<file path="src/inc/ccon_consts.svh">
// Purpose: Constants for the operator console control block
// Assumes: Included by bare name, once per compilation unit
// Notes: Definitions only
`ifndef CCON_CONSTS_SVH
`define CCON_CONSTS_SVH

// ****************************************
// Register offsets (byte addresses)
// ****************************************
`define CCON_OFF_STW 32'h0000_0000
`define CCON_OFF_CSTAT 32'h0000_0004
`define CCON_OFF_DBUF 32'h0000_0008

// ****************************************
// Status word fields
// ****************************************
`define CCON_STW_MASK 16'hBD57
`define CCON_STW_PROG 16'h0007
`define CCON_STW_MACH 16'h0D00
`define CCON_STW_PWR 16'h8000
`define CCON_STW_AUTO 16'h2000
`define CCON_STW_RST 16'h0000

// ****************************************
// Reset values and sizes
// ****************************************
`define CCON_NKEYS 16
`define CCON_LAMPS_RST 16'hFFFF
`define CCON_DBUF_RST 16'h0000
`define CCON_SAD_RST 16'h0000
`define CCON_WORD_ZERO 16'h0000

`endif

</file>
<file path="src/inc/ccon_pkg.sv">
// Purpose: Types shared by the operator console control files
// Assumes: ccon_consts.svh on the include path
// Notes: Carriers are packed structs
package ccon_pkg;
`include "ccon_consts.svh"

    typedef enum logic [1:0] {CCON_MODE_NORMAL, CCON_MODE_AUTO, CCON_MODE_DIAG} ccon_mode_t;
    typedef enum logic [1:0] {ST_STOP, ST_RUN, ST_WAIT, ST_LOAD} ccon_state_t;
    typedef enum logic [2:0] {DS_ALLON, DS_BUF, DS_MSG, DS_IAD, DS_RES} ccon_disp_t;

    typedef struct packed {
        logic [3:0] level;
        logic res;
        logic entry;
        logic store;
        logic soe;
        logic crst;
        logic step;
        logic sad;
        logic data_buf;
        logic stop;
        logic start;
        logic reset;
        logic load;
    } ccon_keys_t;

    typedef struct packed {
        ccon_keys_t keys;
        ccon_mode_t mode;
        logic prog_attached;
        logic [3:0] nibble;
    } ccon_panel_t;

    typedef struct packed {
        logic instr_done;
        logic exit_wait;
        logic wake;
        logic stop_instr;
        logic iad_loaded;
        logic [15:0] iad;
        logic [1:0] level;
        logic [15:0] stw_set;
        logic stw_clear;
        logic summary_mask;
        logic lights_wr;
        logic [15:0] lights_data;
        logic pld_done;
        logic power_ok;
        logic disp_err;
        logic [15:0] res_data;
    } ccon_core_in_t;

    typedef struct packed {
        logic exec_en;
        logic in_wait;
        logic sys_reset;
        logic pld_start;
        logic restart_zero;
        logic take_class;
        logic store_req;
        logic level_sel_valid;
        logic [1:0] level_sel;
    } ccon_core_out_t;

    typedef struct packed {
        logic [15:0] data;
        logic [3:0] level;
        logic run;
        logic wait_l;
        logic load;
        logic stop;
        logic check;
        logic sad;
        logic step;
        logic crst;
        logic soe;
    } ccon_lamps_t;
endpackage

</file>
<file path="src/rtl/ccon_key_sync.sv">
// Purpose: Synchronise panel keys and turn each press into a pulse
// Assumes: Keys are active high levels held for several cycles
// Notes: Pulse comes on the rising edge of the second stage
`timescale 1ns/1ps
`default_nettype none
module ccon_key_sync #(
    parameter int W = 16
) (
    input wire logic ref_clk,
    input wire logic reset_n,
    input wire logic [W-1:0] key_raw,
    output logic [W-1:0] key_pulse
);
    logic [W-1:0] s1_q;
    logic [W-1:0] s2_q;
    logic [W-1:0] s3_q;

    genvar i;
    generate
        for (i = 0; i < W; i++) begin : g_key
            always_ff @(posedge ref_clk or negedge reset_n) begin
                if (!reset_n) begin
                    s1_q[i] <= 1'b0;
                    s2_q[i] <= 1'b0;
                    s3_q[i] <= 1'b0;
                end else begin
                    s1_q[i] <= key_raw[i];
                    s2_q[i] <= s1_q[i];
                    s3_q[i] <= s2_q[i];
                end
            end
            assign key_pulse[i] = s2_q[i] & ~s3_q[i];
        end
    endgenerate
endmodule // ccon_key_sync
`default_nettype wire

</file>
<file path="src/rtl/ccon_apb_slave.sv">
// Purpose: APB slave for the console registers
// Assumes: Zero wait states; 32-bit aligned words
// Notes: Unmapped access answers with pslverr
`timescale 1ns/1ps
`default_nettype none
module ccon_apb_slave
    import ccon_pkg::*;
(
    input wire logic ref_clk,
    input wire logic reset_n,
    input wire logic psel,
    input wire logic penable,
    input wire logic pwrite,
    input wire logic [31:0] paddr,
    input wire logic [31:0] pwdata,
    output logic [31:0] prdata,
    output logic pready,
    output logic pslverr,
    input wire logic [15:0] stw,
    input wire logic [15:0] cstat,
    input wire logic [15:0] dbuf,
    output logic dbuf_wr,
    output logic [15:0] dbuf_wdata
);
    logic [31:0] prdata_q;
    wire hit_stw = (paddr == `CCON_OFF_STW);
    wire hit_cstat = (paddr == `CCON_OFF_CSTAT);
    wire hit_dbuf = (paddr == `CCON_OFF_DBUF);
    wire mapped = hit_stw | hit_cstat | hit_dbuf;
    wire setup = psel & ~penable;
    wire access = psel & penable;
    wire [15:0] rd_mux = hit_stw ? stw : hit_cstat ? cstat : hit_dbuf ? dbuf : `CCON_WORD_ZERO;

    // Read data captured in setup so it stands through the access cycle
    always_ff @(posedge ref_clk or negedge reset_n) begin
        if (!reset_n) begin
            prdata_q <= 32'h0000_0000;
        end else if (setup && !pwrite) begin
            prdata_q <= {16'h0000, rd_mux};
        end
    end

    assign prdata = prdata_q;
    assign pready = 1'b1;
    assign pslverr = access & ~mapped;
    assign dbuf_wr = access & pwrite & hit_dbuf;
    assign dbuf_wdata = pwdata[15:0];
endmodule // ccon_apb_slave
`default_nettype wire

</file>
<file path="src/rtl/ccon_console.sv">
// Purpose: Operator console control: processor state, modes, lamps
// Assumes: Core and panel share ref_clk; core reports instruction events
// Notes: Registers reached over APB through ccon_apb_slave
//
// Decided for this implementation: the register offsets and the APB interface to the registers.
`timescale 1ns/1ps
`default_nettype none

// Contract
// - Load key resets, loads, lamp until done
// - Auto mode loads after power-on, sets bit13
// - Stop instruction only stops in diagnostic mode
// - Wait lamp after level exit, nothing pending
// - Run lamp only while executing
// - Run/wait shows buffer; lights message persists
// - Entering stop shows instruction address
// - Buffer kept; data buffer key redisplays
// - Power-on: data lamps on, levels off
// - Check lamp on errors, cleared by keys
// - Storage display error lights check lamp
// - Active level lamp; level keys select
// - All listed causes enter stop state
// - Address stop and step exclusive
// - Address stop key toggles its mode
// - Step key toggles step, stops running
// - Step start runs one instruction
// - Compare address stored in stop; stop on match
// - Check restart and error stop exclusive
// - Check restart restarts at zero, level zero
// - Error stop; start continues class interrupt
// - Status word bit layout, unused zero
// - Start resumes, or returns to wait
module ccon_console
    import ccon_pkg::*;
(
    input wire logic ref_clk,
    input wire logic reset_n,
    input wire ccon_pkg::ccon_panel_t panel,
    input wire ccon_pkg::ccon_core_in_t core_in,
    output var ccon_pkg::ccon_core_out_t core_out,
    output var ccon_pkg::ccon_lamps_t lamps,
    input wire logic psel,
    input wire logic penable,
    input wire logic pwrite,
    input wire logic [31:0] paddr,
    input wire logic [31:0] pwdata,
    output logic [31:0] prdata,
    output logic pready,
    output logic pslverr
);
    import ccon_pkg::*;

    function automatic logic [3:0] lvl_onehot(input logic [1:0] lvl);
        lvl_onehot = 4'h1 << lvl;
    endfunction

    // ****************************************
    // Key pulses
    // ****************************************
    logic [`CCON_NKEYS-1:0] key_pulse;
    ccon_keys_t kp;

    ccon_key_sync #(.W(`CCON_NKEYS)) u_sync (
        .ref_clk(ref_clk),
        .reset_n(reset_n),
        .key_raw(panel.keys),
        .key_pulse(key_pulse)
    );
    assign kp = ccon_keys_t'(key_pulse);

    // ****************************************
    // State and mode registers
    // ****************************************
    ccon_state_t state_q, state_d;
    ccon_disp_t disp_q, disp_d;
    logic stop_pend_q, step_run_q, from_wait_q, class_pend_q;
    logic sad_q, step_q, crst_q, soe_q, check_q, lvl_on_q;
    logic [15:0] stw_q, dbuf_q, sad_buf_q, msg_q, lamp_data_q;
    logic [1:0] lvl_q;
    logic sys_reset_q, pld_start_q, restart_q, take_class_q, store_req_q, lvl_sel_v_q;
    logic dbuf_wr;
    logic [15:0] dbuf_wdata;

    wire is_stop = (state_q == ST_STOP);
    wire is_run = (state_q == ST_RUN);
    wire is_wait = (state_q == ST_WAIT);
    wire is_load = (state_q == ST_LOAD);
    wire any_key = |key_pulse;
    wire lvl_key = |kp.level;
    wire [1:0] lvl_key_num = kp.level[3] ? 2'd3 : kp.level[2] ? 2'd2 : kp.level[1] ? 2'd1 : 2'd0;

    // ****************************************
    // Event decode
    // ****************************************
    wire diag_eff = (panel.mode == CCON_MODE_DIAG) && panel.prog_attached;
    wire auto_pld = core_in.power_ok && (panel.mode == CCON_MODE_AUTO);
    wire load_go = kp.load | auto_pld;
    wire [15:0] err_mask = `CCON_STW_PROG | `CCON_STW_MACH
                         | (core_in.summary_mask ? `CCON_STW_PWR : `CCON_WORD_ZERO);
    wire err_evt = (|(core_in.stw_set & err_mask)) && (is_run || is_wait);
    wire crst_evt = err_evt && crst_q;
    wire soe_evt = err_evt && soe_q;
    wire sad_hit = sad_q && is_run && core_in.iad_loaded
                 && (core_in.iad == sad_buf_q);
    wire instr_stop = is_run && core_in.stop_instr && diag_eff;
    wire end_stop = is_run && core_in.instr_done && (stop_pend_q || step_run_q);
    wire step_set = kp.step && !step_q;
    wire start_go = kp.start && is_stop;
    wire sys_reset = kp.reset | kp.load;

    // ****************************************
    // Processor state machine
    // ****************************************
    always_comb begin
        state_d = state_q;
        if (kp.reset) begin
            state_d = ST_STOP;
        end else if (load_go) begin
            state_d = ST_LOAD;
        end else if (soe_evt) begin
            state_d = ST_STOP;
        end else begin
            unique case (state_q)
                ST_LOAD: begin
                    if (core_in.pld_done) begin
                        state_d = ST_RUN;
                    end
                end
                ST_RUN: begin
                    if (sad_hit || instr_stop || end_stop) begin
                        state_d = ST_STOP;
                    end else if (core_in.exit_wait) begin
                        state_d = ST_WAIT;
                    end
                end
                ST_WAIT: begin
                    if (kp.stop) begin
                        state_d = ST_STOP;
                    end else if (core_in.wake) begin
                        state_d = ST_RUN;
                    end
                end
                ST_STOP: begin
                    if (kp.start) begin
                        if (from_wait_q && !step_q && !class_pend_q) begin
                            state_d = ST_WAIT;
                        end else begin
                            state_d = ST_RUN;
                        end
                    end
                end
            endcase
        end
    end

    wire stop_enter = (state_d == ST_STOP) && (!is_stop || kp.reset);
    wire leave_stop = is_stop && (state_d != ST_STOP);

    always_ff @(posedge ref_clk or negedge reset_n) begin
        if (!reset_n) begin
            state_q <= ST_STOP;
        end else begin
            state_q <= state_d;
        end
    end

    // Stop key and step selection in run wait for the instruction to finish
    always_ff @(posedge ref_clk or negedge reset_n) begin
        if (!reset_n) begin
            stop_pend_q <= 1'b0;
            step_run_q <= 1'b0;
        end else begin
            stop_pend_q <= !stop_enter && !load_go
                         && (stop_pend_q || (is_run && (kp.stop || step_set)));
            step_run_q <= !stop_enter && !load_go
                        && (step_run_q || (start_go && step_q));
        end
    end

    always_ff @(posedge ref_clk or negedge reset_n) begin
        if (!reset_n) begin
            from_wait_q <= 1'b0;
            class_pend_q <= 1'b0;
        end else begin
            from_wait_q <= (stop_enter && is_wait && !kp.reset)
                         || (from_wait_q && !leave_stop && !sys_reset);
            class_pend_q <= soe_evt
                          || (class_pend_q && !start_go && !sys_reset);
        end
    end

    // ****************************************
    // Mode keys
    // ****************************************
    always_ff @(posedge ref_clk or negedge reset_n) begin
        if (!reset_n) begin
            sad_q <= 1'b0;
            step_q <= 1'b0;
            crst_q <= 1'b0;
            soe_q <= 1'b0;
        end else begin
            if (kp.sad) begin
                sad_q <= !sad_q;
                step_q <= step_q && sad_q;
            end else if (kp.step) begin
                step_q <= !step_q;
                sad_q <= sad_q && step_q;
            end
            if (kp.crst) begin
                crst_q <= !crst_q;
                soe_q <= soe_q && crst_q;
            end else if (kp.soe) begin
                soe_q <= !soe_q;
                crst_q <= crst_q && soe_q;
            end
        end
    end

    // ****************************************
    // Check lamp and status word
    // ****************************************
    wire check_set = err_evt || (core_in.disp_err && is_stop);
    wire check_clr = sys_reset || core_in.stw_clear || (any_key && is_stop);
    wire stw_clr = sys_reset || core_in.stw_clear;
    wire [15:0] stw_set = core_in.stw_set | (auto_pld ? `CCON_STW_AUTO : `CCON_WORD_ZERO);
    wire [15:0] stw_d = ((stw_clr ? `CCON_STW_RST : stw_q) | stw_set) & `CCON_STW_MASK;

    // Set wins over any clear in the same cycle
    always_ff @(posedge ref_clk or negedge reset_n) begin
        if (!reset_n) begin
            check_q <= 1'b0;
            stw_q <= `CCON_STW_RST;
        end else begin
            check_q <= check_set || (check_q && !check_clr);
            stw_q <= stw_d;
        end
    end

    // ****************************************
    // Console data buffer and compare address
    // ****************************************
    wire [15:0] dbuf_d = kp.entry ? {dbuf_q[11:0], panel.nibble}
                       : dbuf_wr ? dbuf_wdata : dbuf_q;
    wire sad_store = kp.store && is_stop && sad_q;

    always_ff @(posedge ref_clk or negedge reset_n) begin
        if (!reset_n) begin
            dbuf_q <= `CCON_DBUF_RST;
            sad_buf_q <= `CCON_SAD_RST;
        end else begin
            dbuf_q <= dbuf_d;
            if (sad_store) begin
                sad_buf_q <= dbuf_q;
            end
        end
    end

    // ****************************************
    // Level selection
    // ****************************************
    always_ff @(posedge ref_clk or negedge reset_n) begin
        if (!reset_n) begin
            lvl_q <= 2'd0;
            lvl_on_q <= 1'b0;
        end else begin
            lvl_on_q <= lvl_on_q || any_key || core_in.instr_done || !is_stop;
            if (sys_reset) begin
                lvl_q <= 2'd0;
            end else if (is_stop && lvl_key) begin
                lvl_q <= lvl_key_num;
            end else if (!is_stop) begin
                lvl_q <= core_in.level;
            end
        end
    end

    // ****************************************
    // Display selection
    // ****************************************
    always_comb begin
        disp_d = disp_q;
        if (kp.data_buf || kp.entry) begin
            disp_d = DS_BUF;
        end else if (stop_enter) begin
            disp_d = DS_IAD;
        end else if (is_stop && (kp.res || lvl_key)) begin
            disp_d = DS_RES;
        end else if (leave_stop || (is_load && core_in.pld_done)) begin
            disp_d = DS_BUF;
        end else if (is_run && core_in.lights_wr) begin
            disp_d = DS_MSG;
        end
    end

    wire [15:0] lamp_mux = (disp_d == DS_ALLON) ? `CCON_LAMPS_RST
                         : (disp_d == DS_BUF) ? dbuf_d
                         : (disp_d == DS_MSG) ? msg_q
                         : (disp_d == DS_IAD) ? core_in.iad
                         : core_in.res_data;

    always_ff @(posedge ref_clk or negedge reset_n) begin
        if (!reset_n) begin
            disp_q <= DS_ALLON;
            msg_q <= `CCON_WORD_ZERO;
            lamp_data_q <= `CCON_LAMPS_RST;
        end else begin
            disp_q <= disp_d;
            if (is_run && core_in.lights_wr) begin
                msg_q <= core_in.lights_data;
            end
            lamp_data_q <= (is_run && core_in.lights_wr && disp_d == DS_MSG)
                         ? core_in.lights_data : lamp_mux;
        end
    end

    // ****************************************
    // Pulses to the core
    // ****************************************
    always_ff @(posedge ref_clk or negedge reset_n) begin
        if (!reset_n) begin
            sys_reset_q <= 1'b0;
            pld_start_q <= 1'b0;
            restart_q <= 1'b0;
            take_class_q <= 1'b0;
            store_req_q <= 1'b0;
            lvl_sel_v_q <= 1'b0;
        end else begin
            sys_reset_q <= sys_reset;
            pld_start_q <= load_go && !kp.reset;
            restart_q <= crst_evt;
            take_class_q <= start_go && class_pend_q;
            store_req_q <= kp.store && is_stop && !sad_q;
            lvl_sel_v_q <= is_stop && lvl_key;
        end
    end

    assign core_out.exec_en = is_run;
    assign core_out.in_wait = is_wait;
    assign core_out.sys_reset = sys_reset_q;
    assign core_out.pld_start = pld_start_q;
    assign core_out.restart_zero = restart_q;
    assign core_out.take_class = take_class_q;
    assign core_out.store_req = store_req_q;
    assign core_out.level_sel_valid = lvl_sel_v_q;
    assign core_out.level_sel = lvl_q;

    // ****************************************
    // Lamps
    // ****************************************
    assign lamps.data = lamp_data_q;
    assign lamps.level = lvl_on_q ? lvl_onehot(lvl_q) : 4'h0;
    assign lamps.run = is_run;
    assign lamps.wait_l = is_wait;
    assign lamps.load = is_load;
    assign lamps.stop = is_stop;
    assign lamps.check = check_q;
    assign lamps.sad = sad_q;
    assign lamps.step = step_q;
    assign lamps.crst = crst_q;
    assign lamps.soe = soe_q;

    // ****************************************
    // Register bus
    // ****************************************
    wire [15:0] cstat = {stop_pend_q, class_pend_q, from_wait_q, lamps.level,
                         is_load, is_wait, is_run, is_stop, check_q,
                         soe_q, crst_q, step_q, sad_q};

    ccon_apb_slave u_apb (
        .ref_clk(ref_clk),
        .reset_n(reset_n),
        .psel(psel),
        .penable(penable),
        .pwrite(pwrite),
        .paddr(paddr),
        .pwdata(pwdata),
        .prdata(prdata),
        .pready(pready),
        .pslverr(pslverr),
        .stw(stw_q),
        .cstat(cstat),
        .dbuf(dbuf_q),
        .dbuf_wr(dbuf_wr),
        .dbuf_wdata(dbuf_wdata)
    );
endmodule // ccon_console
`default_nettype wire

</file>
<file path="config.mk">
export PLATFORM = sky130hd
export DESIGN_NAME = ccon_console
export DESIGN_NICKNAME = d
export VERILOG_FILES = /design/src/inc/ccon_pkg.sv /design/src/rtl/ccon_key_sync.sv /design/src/rtl/ccon_apb_slave.sv /design/src/rtl/ccon_console.sv
export VERILOG_INCLUDE_DIRS = /design/src /design/src/inc
export SDC_FILE = /design/constraint.sdc
export NUM_CORES = 1
export LEC_CHECK = 0
export BUFFER_PORTS_ARGS = -buffer_cell sky130_fd_sc_hd__buf_4
export CORE_MARGIN = 10
export CORE_UTILIZATION = 47
export DETAILED_ROUTE_END_ITERATION = 10
export GPL_TIMING_DRIVEN = 0
export PLACE_DENSITY = 0.77
export SYNTH_ARGS = -nofsm -noshare
export SYNTH_HDL_FRONTEND = slang
export SYNTH_SLANG_ARGS = --single-unit
</file>
<file path="constraint.sdc">
create_clock -name ref_clk -period 2.4 [get_ports ref_clk]
set_input_delay 0.48 -clock ref_clk [delete_from_list [all_inputs] [get_ports ref_clk]]
set_output_delay 0.48 -clock ref_clk [all_outputs]
set_load 0.01 [all_outputs]
</file>
# Yosys cells after proc, flatten, opt, wreduce, memory -nomap -nowiden
# Cells that the tools add are included.
[op_classes] n_reduce_logical=89 mux=44 shifts=1 n_eq_ne=12 bitwise_logic=46
[op_table] operator="two-way mux 16 bit" n=12
[op_table] operator="logical AND 1 bit" n=45
[op_table] operator="equality test 32 x 3 -> 1 bit (second input constant)" n=1
[op_table] operator="equality test 32 x 4 -> 1 bit (second input constant)" n=1
[op_table] operator="logical NOT 32 bit" n=1
[op_table] operator="OR reduction 16 bit" n=2
[op_table] operator="two-way mux 2 bit" n=15
[op_table] operator="bitwise AND 1 bit" n=21
[op_table] operator="logical OR 1 bit" n=20
[op_table] operator="inverter 1 bit" n=18
[op_table] operator="bitwise AND 16 bit" n=1
[op_table] operator="equality test 16 bit" n=1
[op_table] operator="bitwise OR 16 x 14 -> 16 bit" n=1
[op_table] operator="bitwise OR 16 bit" n=1
[op_table] operator="two-way mux 3 bit" n=5
[op_table] operator="logical NOT 1 bit" n=14
[op_table] operator="two-way mux 14 bit" n=1
[op_table] operator="two-way mux 1 bit" n=9
[op_table] operator="one-hot mux 2 bit (4 select lines)" n=1
[op_table] operator="equality test 2 bit (second input constant)" n=3
[op_table] operator="equality test 3 x 2 -> 1 bit (second input constant)" n=2
[op_table] operator="nonzero test 2 bit" n=3
[op_table] operator="equality test 2 x 1 -> 1 bit (second input constant)" n=2
[op_table] operator="logical NOT 2 bit" n=2
[op_table] operator="7 further kinds" n=10
[word_totals] out_inout_bits=73 register_bits=162 word_cells=265

# Logic depth before layout (Yosys ltp)
# Gate-level depths: netlist (run 1).
[depth] depth_word=24 mapped_depth=13 ltp_nobuf=11

# Cells and area by module
# A second synthesis (run 1) with hierarchy kept.
[unflattened] hier_cells=744 hier_area_um2=8201.6
[modules_own_cells] module="ccon_console" area_per_inst_um2=5410.2 seq_area_each_um2=2472.4 instances=1 cells_per_inst=518
[modules_own_cells] module="ccon_key_sync" area_per_inst_um2=1421.4 seq_area_each_um2=1201.2 instances=1 cells_per_inst=64
[modules_own_cells] module="ccon_apb_slave" area_per_inst_um2=1370.1 seq_area_each_um2=400.4 instances=1 cells_per_inst=162

# Worst setup path after synthesis (run 1)
# No wires, ideal clock.
[synth_path] kind="register to register" start="register state_q[0]" end="register lamp_data_q[11]" setup_ps=99 period_less_slack_ps=2531 t_required_ps=2301 path_slack_ps=-131 t_arrival_ps=2433 path_stages_with_launch=13 path_cell_list="dfrtp_1 -> inv_1 -> ha_1 -> nand4bb_1 -> mux2_4 -> nand4b_2 -> o21ai_2 -> o211ai_4 -> nor2_4 -> o211ai_4 -> buf_12 -> mux2i_1 -> o221ai_1"
[synth_rtl] item="start: declaration" line_no="ccon_console.sv:74" source="ccon_state_t state_q, state_d;"
[synth_rtl] item="start signal: assignment" line_no="ccon_console.sv:163" source="state_q <= state_d;"
[synth_rtl] item="logical NOT 2 bit (*)" line_no="ccon_console.sv:84" source="wire is_stop = (state_q == ST_STOP);"
[synth_rtl] item="via is_stop" line_no="ccon_console.sv:84"
[synth_rtl] item="one-hot mux 2 bit (4 select lines)" line_no="ccon_console.sv:123" source="unique case (state_q)"
[synth_rtl] item="two-way mux 2 bit" line_no="ccon_console.sv:120" source="end else if (soe_evt) begin"
[synth_rtl] item="two-way mux 2 bit" line_no="ccon_console.sv:118" source="end else if (load_go) begin"
[synth_rtl] item="two-way mux 2 bit" line_no="ccon_console.sv:116" source="if (kp.reset) begin"
[synth_rtl] item="nonzero test 2 bit" line_no="ccon_console.sv:157" source="wire leave_stop = is_stop && (state_d != ST_STOP);"
[synth_rtl] item="logical AND 1 bit" line_no="ccon_console.sv:157"
[synth_rtl] item="(+3 left out)"
[synth_rtl] item="two-way mux 3 bit (*)" line_no="ccon_console.sv:284" source="end else if (stop_enter) begin"
[synth_rtl] item="two-way mux 3 bit (*)" line_no="ccon_console.sv:282" source="if (kp.data_buf || kp.entry) begin"
[synth_rtl] item="equality test 3 x 2 -> 1 bit" line_no="ccon_console.sv:298" source=": (disp_d == DS_IAD) ? core_in.iad"
[synth_rtl] item="two-way mux 16 bit" line_no="ccon_console.sv:298"
[synth_rtl] item="two-way mux 16 bit" line_no="ccon_console.sv:297" source=": (disp_d == DS_MSG) ? msg_q"
[synth_rtl] item="two-way mux 16 bit" line_no="ccon_console.sv:296" source=": (disp_d == DS_BUF) ? dbuf_d"
[synth_rtl] item="two-way mux 16 bit" line_no="ccon_console.sv:295" source="wire [15:0] lamp_mux = (disp_d == DS_ALLON) ? `CCON_LAMPS_RST"
[synth_rtl] item="two-way mux 16 bit (*)" line_no="ccon_console.sv:312" source="? core_in.lights_data : lamp_mux;"
[synth_rtl] item="end signal: assignment" line_no="ccon_console.sv:305" source="lamp_data_q <= `CCON_LAMPS_RST;"
[synth_rtl] item="end signal: assignment" line_no="ccon_console.sv:311" source="lamp_data_q <= (is_run && core_in.lights_wr && disp_d == DS_MSG)"
[synth_rtl] item="end: declaration" line_no="ccon_console.sv:78" source="logic [15:0] stw_q, dbuf_q, sad_buf_q, msg_q, lamp_data_q;"
# The timed path passes the listed nets; every way through them passes the cells marked *.
# A chain may end at the register's enable or synchronous reset.

# Worst setup path in the final report (run 1)
[layout_path] start="register sad_buf_q[11]" end="register lamp_data_q[12]"
[layout_between] elab_chain_len=22
[layout_lines] item="start: declaration" line_no="ccon_console.sv:78"
[layout_lines] item="start signal: assignment" line_no="ccon_console.sv:249" source="sad_buf_q <= `CCON_SAD_RST;"
[layout_lines] item="start signal: assignment" line_no="ccon_console.sv:253" source="sad_buf_q <= dbuf_q;"
[layout_lines] item="equality test 16 bit (*)" line_no="ccon_console.sv:104" source="&& (core_in.iad == sad_buf_q);"
[layout_lines] item="logical AND 1 bit (*)" line_no="ccon_console.sv:104"
[layout_lines] item="logical OR 1 bit (*) (2 in series)" line_no="ccon_console.sv:130" source="if (sad_hit || instr_stop || end_stop) begin"
[layout_lines] item="two-way mux 2 bit (*)" line_no="ccon_console.sv:130"
[layout_lines] item="one-hot mux 2 bit (4 select lines) (*)" line_no="ccon_console.sv:123"
[layout_lines] item="two-way mux 2 bit (*)" line_no="ccon_console.sv:120"
[layout_lines] item="two-way mux 2 bit (*)" line_no="ccon_console.sv:118"
[layout_lines] item="two-way mux 2 bit (*)" line_no="ccon_console.sv:116"
[layout_lines] item="(+5 left out)"
[layout_lines] item="two-way mux 3 bit (*)" line_no="ccon_console.sv:284"
[layout_lines] item="two-way mux 3 bit (*)" line_no="ccon_console.sv:282"
[layout_lines] item="equality test 3 x 2 -> 1 bit" line_no="ccon_console.sv:298"
[layout_lines] item="two-way mux 16 bit" line_no="ccon_console.sv:298"
[layout_lines] item="two-way mux 16 bit" line_no="ccon_console.sv:297"
[layout_lines] item="two-way mux 16 bit" line_no="ccon_console.sv:296"
[layout_lines] item="two-way mux 16 bit" line_no="ccon_console.sv:295"
[layout_lines] item="two-way mux 16 bit (*)" line_no="ccon_console.sv:312"
# Every way passes the cells marked *; elsewhere a longest branch is shown, timed or not.

==> load_flow_metrics.sql, run 1 <==
INSERT INTO impl_metrics (metric_group, metric, value, unit) VALUES
('placement', 'dp.final_hpwl', '18.5', 'mm'),
('min_path', 'kind_of_path_behind_the_tightest_hold_check', 'in2reg', ''),
('timing', 'final_max_slew_viol_count', '0', ''),
('global_routing', 'antenna_found_initial', '0', ''),
('floorplan', 'die_h', '149', 'µm'),
('floorplan', 'placeable_area', '0.0165', 'mm²'),
('global_routing', 'grt_start_max_net_pins', '116', ''),
('cts', 'tritoncts', 'yes', ''),
('synthesis', 'synth.ff_latch_count', '162', ''),
('floorplan', 'io-pin-count', '242', ''),
('synthesis', 'synthesis.area_per_instance', '11.3', 'µm²'),
('cts', 'clock_tree.htree_level_count', '4', ''),
('synthesis', 'seq_area_frac_synth', '51.7', '%'),
('cts', 'clkSlewWorstSetupHoldPaths', '0.07', 'ns'),
('timing', 'post-route-period-util', '116', '%'),
('floorplan', 'chipWidth', '149', 'µm'),
('synthesis', 'synthesis.instances', '697', ''),
('setup_path', 'rr_startpoint', 'sad_buf_q[11]', ''),
('timing', 'worst_pin_slew', '0.664', 'ns'),
('cts', 'numClockSinks', '162', ''),
('cts', 'worst_skew_pair.late_latency', '0.43', 'ns'),
('routing', 'antenna_violating_nets_post_route', '0', ''),
('flow_run', 'max_cap_violations', '0', ''),
('finish', 'layoutNonFillerInstCount', '1211', ''),
('timing', 'grt_setup_unrepaired', 'yes', ''),
('timing', 'postLayoutSetupSlackWorst', '-0.384', 'ns'),
('timing', 'finalSetupViolations', '20', ''),
('setup_path', 'critical_path.startpoint', 'sad_buf_q[11]', ''),
('setup_path', 'reg2reg_to', 'lamp_data_q[12]', ''),
('synthesis', 'synth_unique_cells', '70', ''),
('timing', 'clock-skew-final', '0.0105', 'ns'),
('cts', 'cts_inserted_buffers', '17', ''),
('timing', 'fin_hold_ws', '0.151', 'ns'),
('synthesis', 'post_synth_edffs', '0', ''),
('global_routing', 'gr-usage-all-layers', '22.2', '%'),
('timing', 'max_freq', '0.359', 'GHz'),
('routing', 'finalWirelength', '26.3', 'mm'),
('routing', 'drt_first_pass_iters', '4', ''),
('setup_path', 'rrSetupSlack', '-0.38', 'ns'),
('routing', 'drc_errors', '0', ''),
('placement', 'gp_congestion', '0.880', ''),
('floorplan', 'floorplan.die_area', '0.0223', 'mm²'),
('finish', 'antennaDiodeCount', '0', ''),
('setup_path', 'r2r.worst_path.cells', '10', ''),
('global_routing', 'globalRoute.totalOverflow', '0', ''),
('min_path', 'hold_depth', '1', ''),
('setup_path', 'critical_path_arrival', '3.12', 'ns'),
('finish', 'layout_common_cells', '267 x buf_4, 144 x dfrtp_1, 44 x nor2_1', ''),
('synthesis', 'async_reset_ff_share', '100', '%'),
('finish', 'final_layout_size_suffix_gt1_share', '48.6', '%'),
('placement', 'buffer_ports.inserted', '202', ''),
('setup_path', 'timing_worst_setup_path_type', 'reg2reg', ''),
('setup_path', 'crit_path_end_kind', 'flip-flop', ''),
('synthesis', 'yosys_most_used_dff', 'dfrtp_1', ''),
('floorplan', 'placement_rows', '47', ''),
('finish', 'final_net_count', '1151', ''),
('routing', 'vias_per_cell', '5.54', ''),
('routing', 'detailroute.via_count', '6708', ''),
('timing', 'maxSlewHeadroom', '55.8', '%'),
('timing', 'period_needed', '2.78', 'ns'),
('synthesis', 'synth_warnings', '0', ''),
('routing', 'drt_iter0_drc', '521', ''),
('routing', 'post_detailed_route_wirelength_per_cell', '21.7', 'µm'),
('setup_path', 'worst-path-max-fanout', '8', ''),
('power', 'power.leakage', '0.00529', 'µW'),
('global_routing', 'vias_in_the_first_global_route', '6834', ''),
('synthesis', 'post_synth_instance_area', '0.00787', 'mm²'),
('cts', 'cts_buffer_depth', '2', ''),
('finish', 'layout.cells.most_common', 'buf_4', ''),
('status', 'status', 'finished, violations left', ''),
('setup_path', 'startpoint_type', 'flip-flop', ''),
('timing', 'finalHoldViolations', '0', ''),
('setup_path', 'critPathRequiredTime', '2.74', 'ns'),
('power', 'irDropWorstVdd', '741', 'µV'),
('power', 'power_density', '1100', 'mW/mm²'),
('status', 'violations', 'setup timing', ''),
('finish', 'area_growth_syn_to_layout', '47.5', '%'),
('min_path', 'timing.hold.worst_endpoint', 'u_sync.s1_q[3]', ''),
('placement', 'numPlacedInstances', '1135', ''),
('global_routing', 'wire_length_of_the_first_global_routing_pass', '38.3', 'mm'),
('min_path', 'hold_start', 'panel[10]', ''),
('floorplan', 'initial_core_utilization', '47.6', '%'),
('cts', 'root_buffer', 'clkbuf_16', '');
[Yosys cell counts (all sizes together), types with 6 or more instances]
cell type	count	area [µm²]
a21o	13	97.6
mux2i	43	430
o31ai	9	67.6
mux2	33	375
o21ai	44	235
o32ai	16	163
nor2b	10	70.1
nand2	36	138
a21oi	37	193
nand3	13	77.6
inv	27	101
buf	47	373
o211ai	9	105
nand2b	14	95.1
nand4	8	50.1
dfstp	16	420
xor2	12	105
dfrtp	146	3650
nor3	6	30.0
o221ai	16	140
clkbuf	22	125
nor2	45	176
nor4	11	103
a211oi	18	155
[routing by layer]
layer	routed length [µm]	global-route usage, %	vias up
li1	-	-	3054
met4	712	7.21	0
met1	10300	27.0	3293
met2	13200	37.1	310
met5	0	0	-
met3	2030	6.61	51
[critical path, stage by stage, from the launching register on]
cell and delay, ns:
dfrtp_1 0.40, xor2_1 0.19, nor4_2 0.30, nand3_2 0.22, o211ai_4 0.29, o211ai_4 0.13
buf_6 0.15, o22ai_4 0.18, nand3_4 0.19, dlymetal6s2s_1 0.34, o221ai_2 0.30
[report_power, final]
part | internal, µW | total (µW) | leakage (µW) | switching, µW
sequential | 3430 | 3860 | 0.00197 | 437
clock | 1420 | 2720 | 0.000290 | 1290
combinational | 3110 | 6180 | 0.00304 | 3070
[area by class of cell]
cell class,count,area (µm²)
Clock buffer,18,439
Fill cell,1126,4910
Tap cell,220,275
Multi-Input combinational cell,453,3980
Timing Repair Buffer,248,2000
Buffer,69,569
Clock inverter,14,165
Inverter,27,106
Sequential cell,162,4080
[what timing repair did]
item | 4_1_cts | 5_1_grt
cloned | 4 | 0
pin swaps | 18 | 20
hold buffers | 1 | 0
setup endpoints to repair | 21 | 30
gates resized for setup | 79 | 41
buffers inserted | 20 | 20
endpoints found under the hold margin | 31 | 0
[worst max path at each step]
stage | end | slack (ns) | depth (start not counted)
after floorplan | lamp_data_q[8] | -0.06 | 10
after global placement | lamp_data_q[6] | -0.70 | 11
after detailed placement | lamp_data_q[5] | -0.70 | 11
after CTS | lamp_data_q[12] | -0.26 | 14
after global routing | lamp_data_q[11] | -0.47 | 15
final | lamp_data_q[12] | -0.38 | 10
[per-stage QoR]
stage          setup WS, ns  setup TNS [ns]  util (%)  total power [µW]  area (µm²)
6_report             -0.384           -5.36      70.3             12800       11600
5_1_grt              -0.470           -7.04      70.3             13300       11600
4_1_cts              -0.261           -3.82      67.6             12000       11200
3_5_place_dp         -0.697          -15.64      59.7              8030        9860
3_3_place_gp         -0.703          -15.63      59.4              7920        9820
2_1_floorplan       -0.0594          -0.531         -              6540        8030
[cell families (layout without fill, tap and decap cells)]
family | after synthesis | after routing | synth area share (%)
AOI/OAI and AO/OA | 180 | 180 | 16.6
xor gates and xnor gates | 16 | 16 | 1.78
adders and majority gates | 4 | 4 | 0.636
buffers and inverters | 97 | 376 | 7.77
DFF | 162 | 162 | 51.7
muxes | 76 | 76 | 10.2
other | 2 | 17 | 0.0954
and+or+nand+nor | 160 | 160 | 11.1
[flip-flops by register name, indices dropped and copies added (netlist names), 3 cells and up]
| name | cells |
|---|---|
| u_apb.prdata | 16 |
| u_sync.s3_q | 16 |
| sad_buf_q | 16 |
| msg_q | 16 |
| lamp_data_q | 16 |
| disp_q | 3 |
| dbuf_q | 16 |
| stw_q | 11 |
| u_sync.s1_q | 16 |
| u_sync.s2_q | 16 |
No activity file was read; power rests on OpenSTA's default activity.
==> run 2, diff against run 1 <==
==> constraint.sdc (replaced) <==
create_clock -name ref_clk -period 2.4 [get_ports ref_clk]
set_input_delay 0.24 -clock ref_clk [delete_from_list [all_inputs] [get_ports ref_clk]]
set_output_delay 0.24 -clock ref_clk [all_outputs]
set_load 0.01 [all_outputs]
==> run 2 against run 1 <==
Net effect:
- global-route usage shrank 0.23 points
- critical endpoint is now lamp_data_q[6]
- the run still ends with setup timing left
- sequential share of layout area grew 0.42 points
- largest power group unchanged
- combinational power shrank 9.9%
- critical path type unchanged
- sequential cell count is the same
- hold slack lost 0.11 ns
- core utilization shrank 0.84 points
- worst setup slack lost 0.0093 ns
- register-to-register slack is essentially flat
- non-clock buffer count grew 16
==> load_flow_metrics.sql, run 2 (same netlist as run 1, synthesis figures left out) <==
INSERT INTO impl_metrics (metric_group, metric, value, unit) VALUES
('status', 'status', 'finished, violations left', ''),
('status', 'violations', 'setup timing', ''),
('cts', 'tritoncts', 'yes', ''),
('global_routing', 'groute.layer.met1.usage', '26.7', '%'),
('global_routing', 'globalRoute.totalOverflow', '0', ''),
('floorplan', 'placeable_area', '0.0165', 'mm²'),
('placement', 'dp.final_hpwl', '18.4', 'mm'),
('placement', 'pre_cts_slack', '-0.692', 'ns'),
('global_routing', 'grt_use_met2', '36.7', '%'),
('global_routing', 'gr-usage-all-layers', '22.0', '%'),
('routing', 'drc_errors', '0', ''),
('routing', 'drt_iter0_drc', '605', ''),
('placement', 'numPlacedInstances', '1135', ''),
('global_routing', 'wire_length_of_the_first_global_routing_pass', '38.2', 'mm'),
('timing', 'period_needed', '2.79', 'ns'),
('routing', 'finalWirelength', '25.8', 'mm'),
('placement', 'buffer_ports.inserted', '202', ''),
('global_routing', 'vias_in_the_first_global_route', '6903', ''),
('floorplan', 'initial_core_utilization', '47.6', '%'),
('finish', 'layout_common_cells', '260 x buf_4, 144 x dfrtp_1, 43 x nor2_1', ''),
('finish', 'final_layout_size_suffix_gt1_share', '45.3', '%'),
('timing', 'clock-skew-final', '0.0149', 'ns'),
('timing', 'maxSlewHeadroom', '53.7', '%'),
('timing', 'postLayoutSetupSlackWorst', '-0.393', 'ns'),
('floorplan', 'floorplan.die_area', '0.0223', 'mm²'),
('global_routing', 'met3_usage', '6.25', '%'),
('timing', 'finalSetupViolations', '20', ''),
('global_routing', 'busiest_grt_layer', 'met2', ''),
('setup_path', 'critPathRequiredTime', '2.74', 'ns'),
('finish', 'final_net_count', '1167', ''),
('setup_path', 'worst-path-max-fanout', '10', ''),
('timing', 'max_freq', '0.358', 'GHz'),
('cts', 'numClockSinks', '162', ''),
('power', 'irDropWorstVdd', '689', 'µV'),
('routing', 'vias_per_cell', '5.52', ''),
('floorplan', 'chipWidth', '149', 'µm'),
('power', 'power.leakage', '0.00529', 'µW'),
('global_routing', 'antenna_found_initial', '0', ''),
('floorplan', 'placement_rows', '47', ''),
('setup_path', 'timing_worst_setup_path_type', 'reg2reg', ''),
('min_path', 'kind_of_path_behind_the_tightest_hold_check', 'in2reg', ''),
('flow_run', 'max_cap_violations', '0', ''),
('cts', 'worst_skew_pair.late_latency', '0.44', 'ns'),
('setup_path', 'crit_path_end_kind', 'flip-flop', ''),
('timing', 'final_max_slew_viol_count', '0', ''),
('cts', 'clkSlewWorstSetupHoldPaths', '0.07', 'ns'),
('routing', 'post_detailed_route_wirelength_per_cell', '21.0', 'µm'),
('finish', 'layout.cells.most_common', 'buf_4', ''),
('floorplan', 'io-pin-count', '242', ''),
('finish', 'area_growth_syn_to_layout', '45.8', '%'),
('floorplan', 'die_h', '149', 'µm'),
('cts', 'cts_buffer_depth', '2', ''),
('global_routing', 'grt_start_max_net_pins', '89', ''),
('power', 'power_density', '1060', 'mW/mm²'),
('timing', 'post-route-period-util', '116', '%'),
('finish', 'layoutNonFillerInstCount', '1227', ''),
('timing', 'grt_setup_unrepaired', 'yes', ''),
('routing', 'antenna_violating_nets_post_route', '0', ''),
('cts', 'clock_tree.htree_level_count', '4', ''),
('timing', 'finalHoldViolations', '0', ''),
('routing', 'detailroute.via_count', '6778', ''),
('placement', 'gp_congestion', '0.875', ''),
('cts', 'root_buffer', 'clkbuf_16', ''),
('routing', 'drt_first_pass_iters', '5', ''),
('finish', 'antennaDiodeCount', '0', ''),
('cts', 'cts_inserted_buffers', '17', ''),
('setup_path', 'startpoint_type', 'flip-flop', ''),
('setup_path', 'critical_path_arrival', '3.14', 'ns'),
('timing', 'worst_pin_slew', '0.694', 'ns'),
('finish', 'fin_util', '69.5', '%');
## run 2: changes by cell type in the layout (fill, tap and decap cells not counted), sizes merged
cell,previous run,this run
clkbuf,40,39
clkinvlp,1,0
clkinv,8,7
dlygate4sd3,1,28
inv,32,34
bufinv,0,1
buf,292,281
## run 2: layout make-up
class	instances	area (µm²)
well taps	220	275
clock buffers	17	425
multi-input cells	453	3720
fillers	1167	5050
repair buffers	264	2120
clock inverters	15	193
flip-flops and latches	162	4080
plain buffers	69	558
inverters	27	106
## run 2: repair_timing
item | in CTS | in global routing
setup buffers | 14 | 15
pin swaps | 6 | 7
hold buffers | 28 | 0
setup endpoints to repair | 20 | 28
gates resized for setup | 47 | 45
endpoints found under the hold margin | 85 | 0
gates cloned | 3 | 1
## run 2: worst paths after layout
check	from	to	slack [ns]	cells after the start
max	state_q[0]	lamp_data_q[6]	-0.39	13
min	core_in[16]	check_q	0.04	3
max reg2reg	state_q[0]	lamp_data_q[6]	-0.39	13
min reg2reg	u_sync.s1_q[4]	u_sync.s2_q[4]	0.35	0
max in group asynchronous	reset_n	u_sync.s1_q[11]	1.24	3
min in group asynchronous	reset_n	sad_buf_q[6]	0.36	2
## run 2: power breakdown
| group | switching, µW | total (µW) | internal (µW) |
|---|---|---|---|
| registers | 409 | 3830 | 3420 |
| clock network | 1300 | 2800 | 1500 |
| logic | 2830 | 5570 | 2740 |
## run 2: layer usage
layer / part of all wire (%) / vias to the layer above
li1: - / 3074
met2: 51 / 324
met5: 0 / -
met3: 7.5 / 59
met4: 2.8 / 0
met1: 39 / 3321
## run 2: critical path, stage by stage, from the launching register on
cell and delay (ns):
dfrtp_2 0.46, inv_4 0.10, ha_4 0.16, nand4bb_1 0.10
mux2_4 0.30, o211ai_2 0.10, o21ai_4 0.10, o211ai_4 0.21
buf_12 0.16, nor2_4 0.05, o211ai_4 0.27, buf_12 0.20
mux2i_2 0.32, o221ai_2 0.16
## run 2: per-stage QoR
stage	hold slack, ns	setup TNS, ns	cell area [µm²]	total power, µW
finish	0.0400	-5.73	11500	12200
global route	0.0434	-7.77	11500	12800
CTS	0.0245	-4.73	11100	11400
detailed placement	0.252	-13.07	9810	8000
global placement	0.332	-11.17	9770	7910
floorplan	-0.0556	-0.410	7980	6530
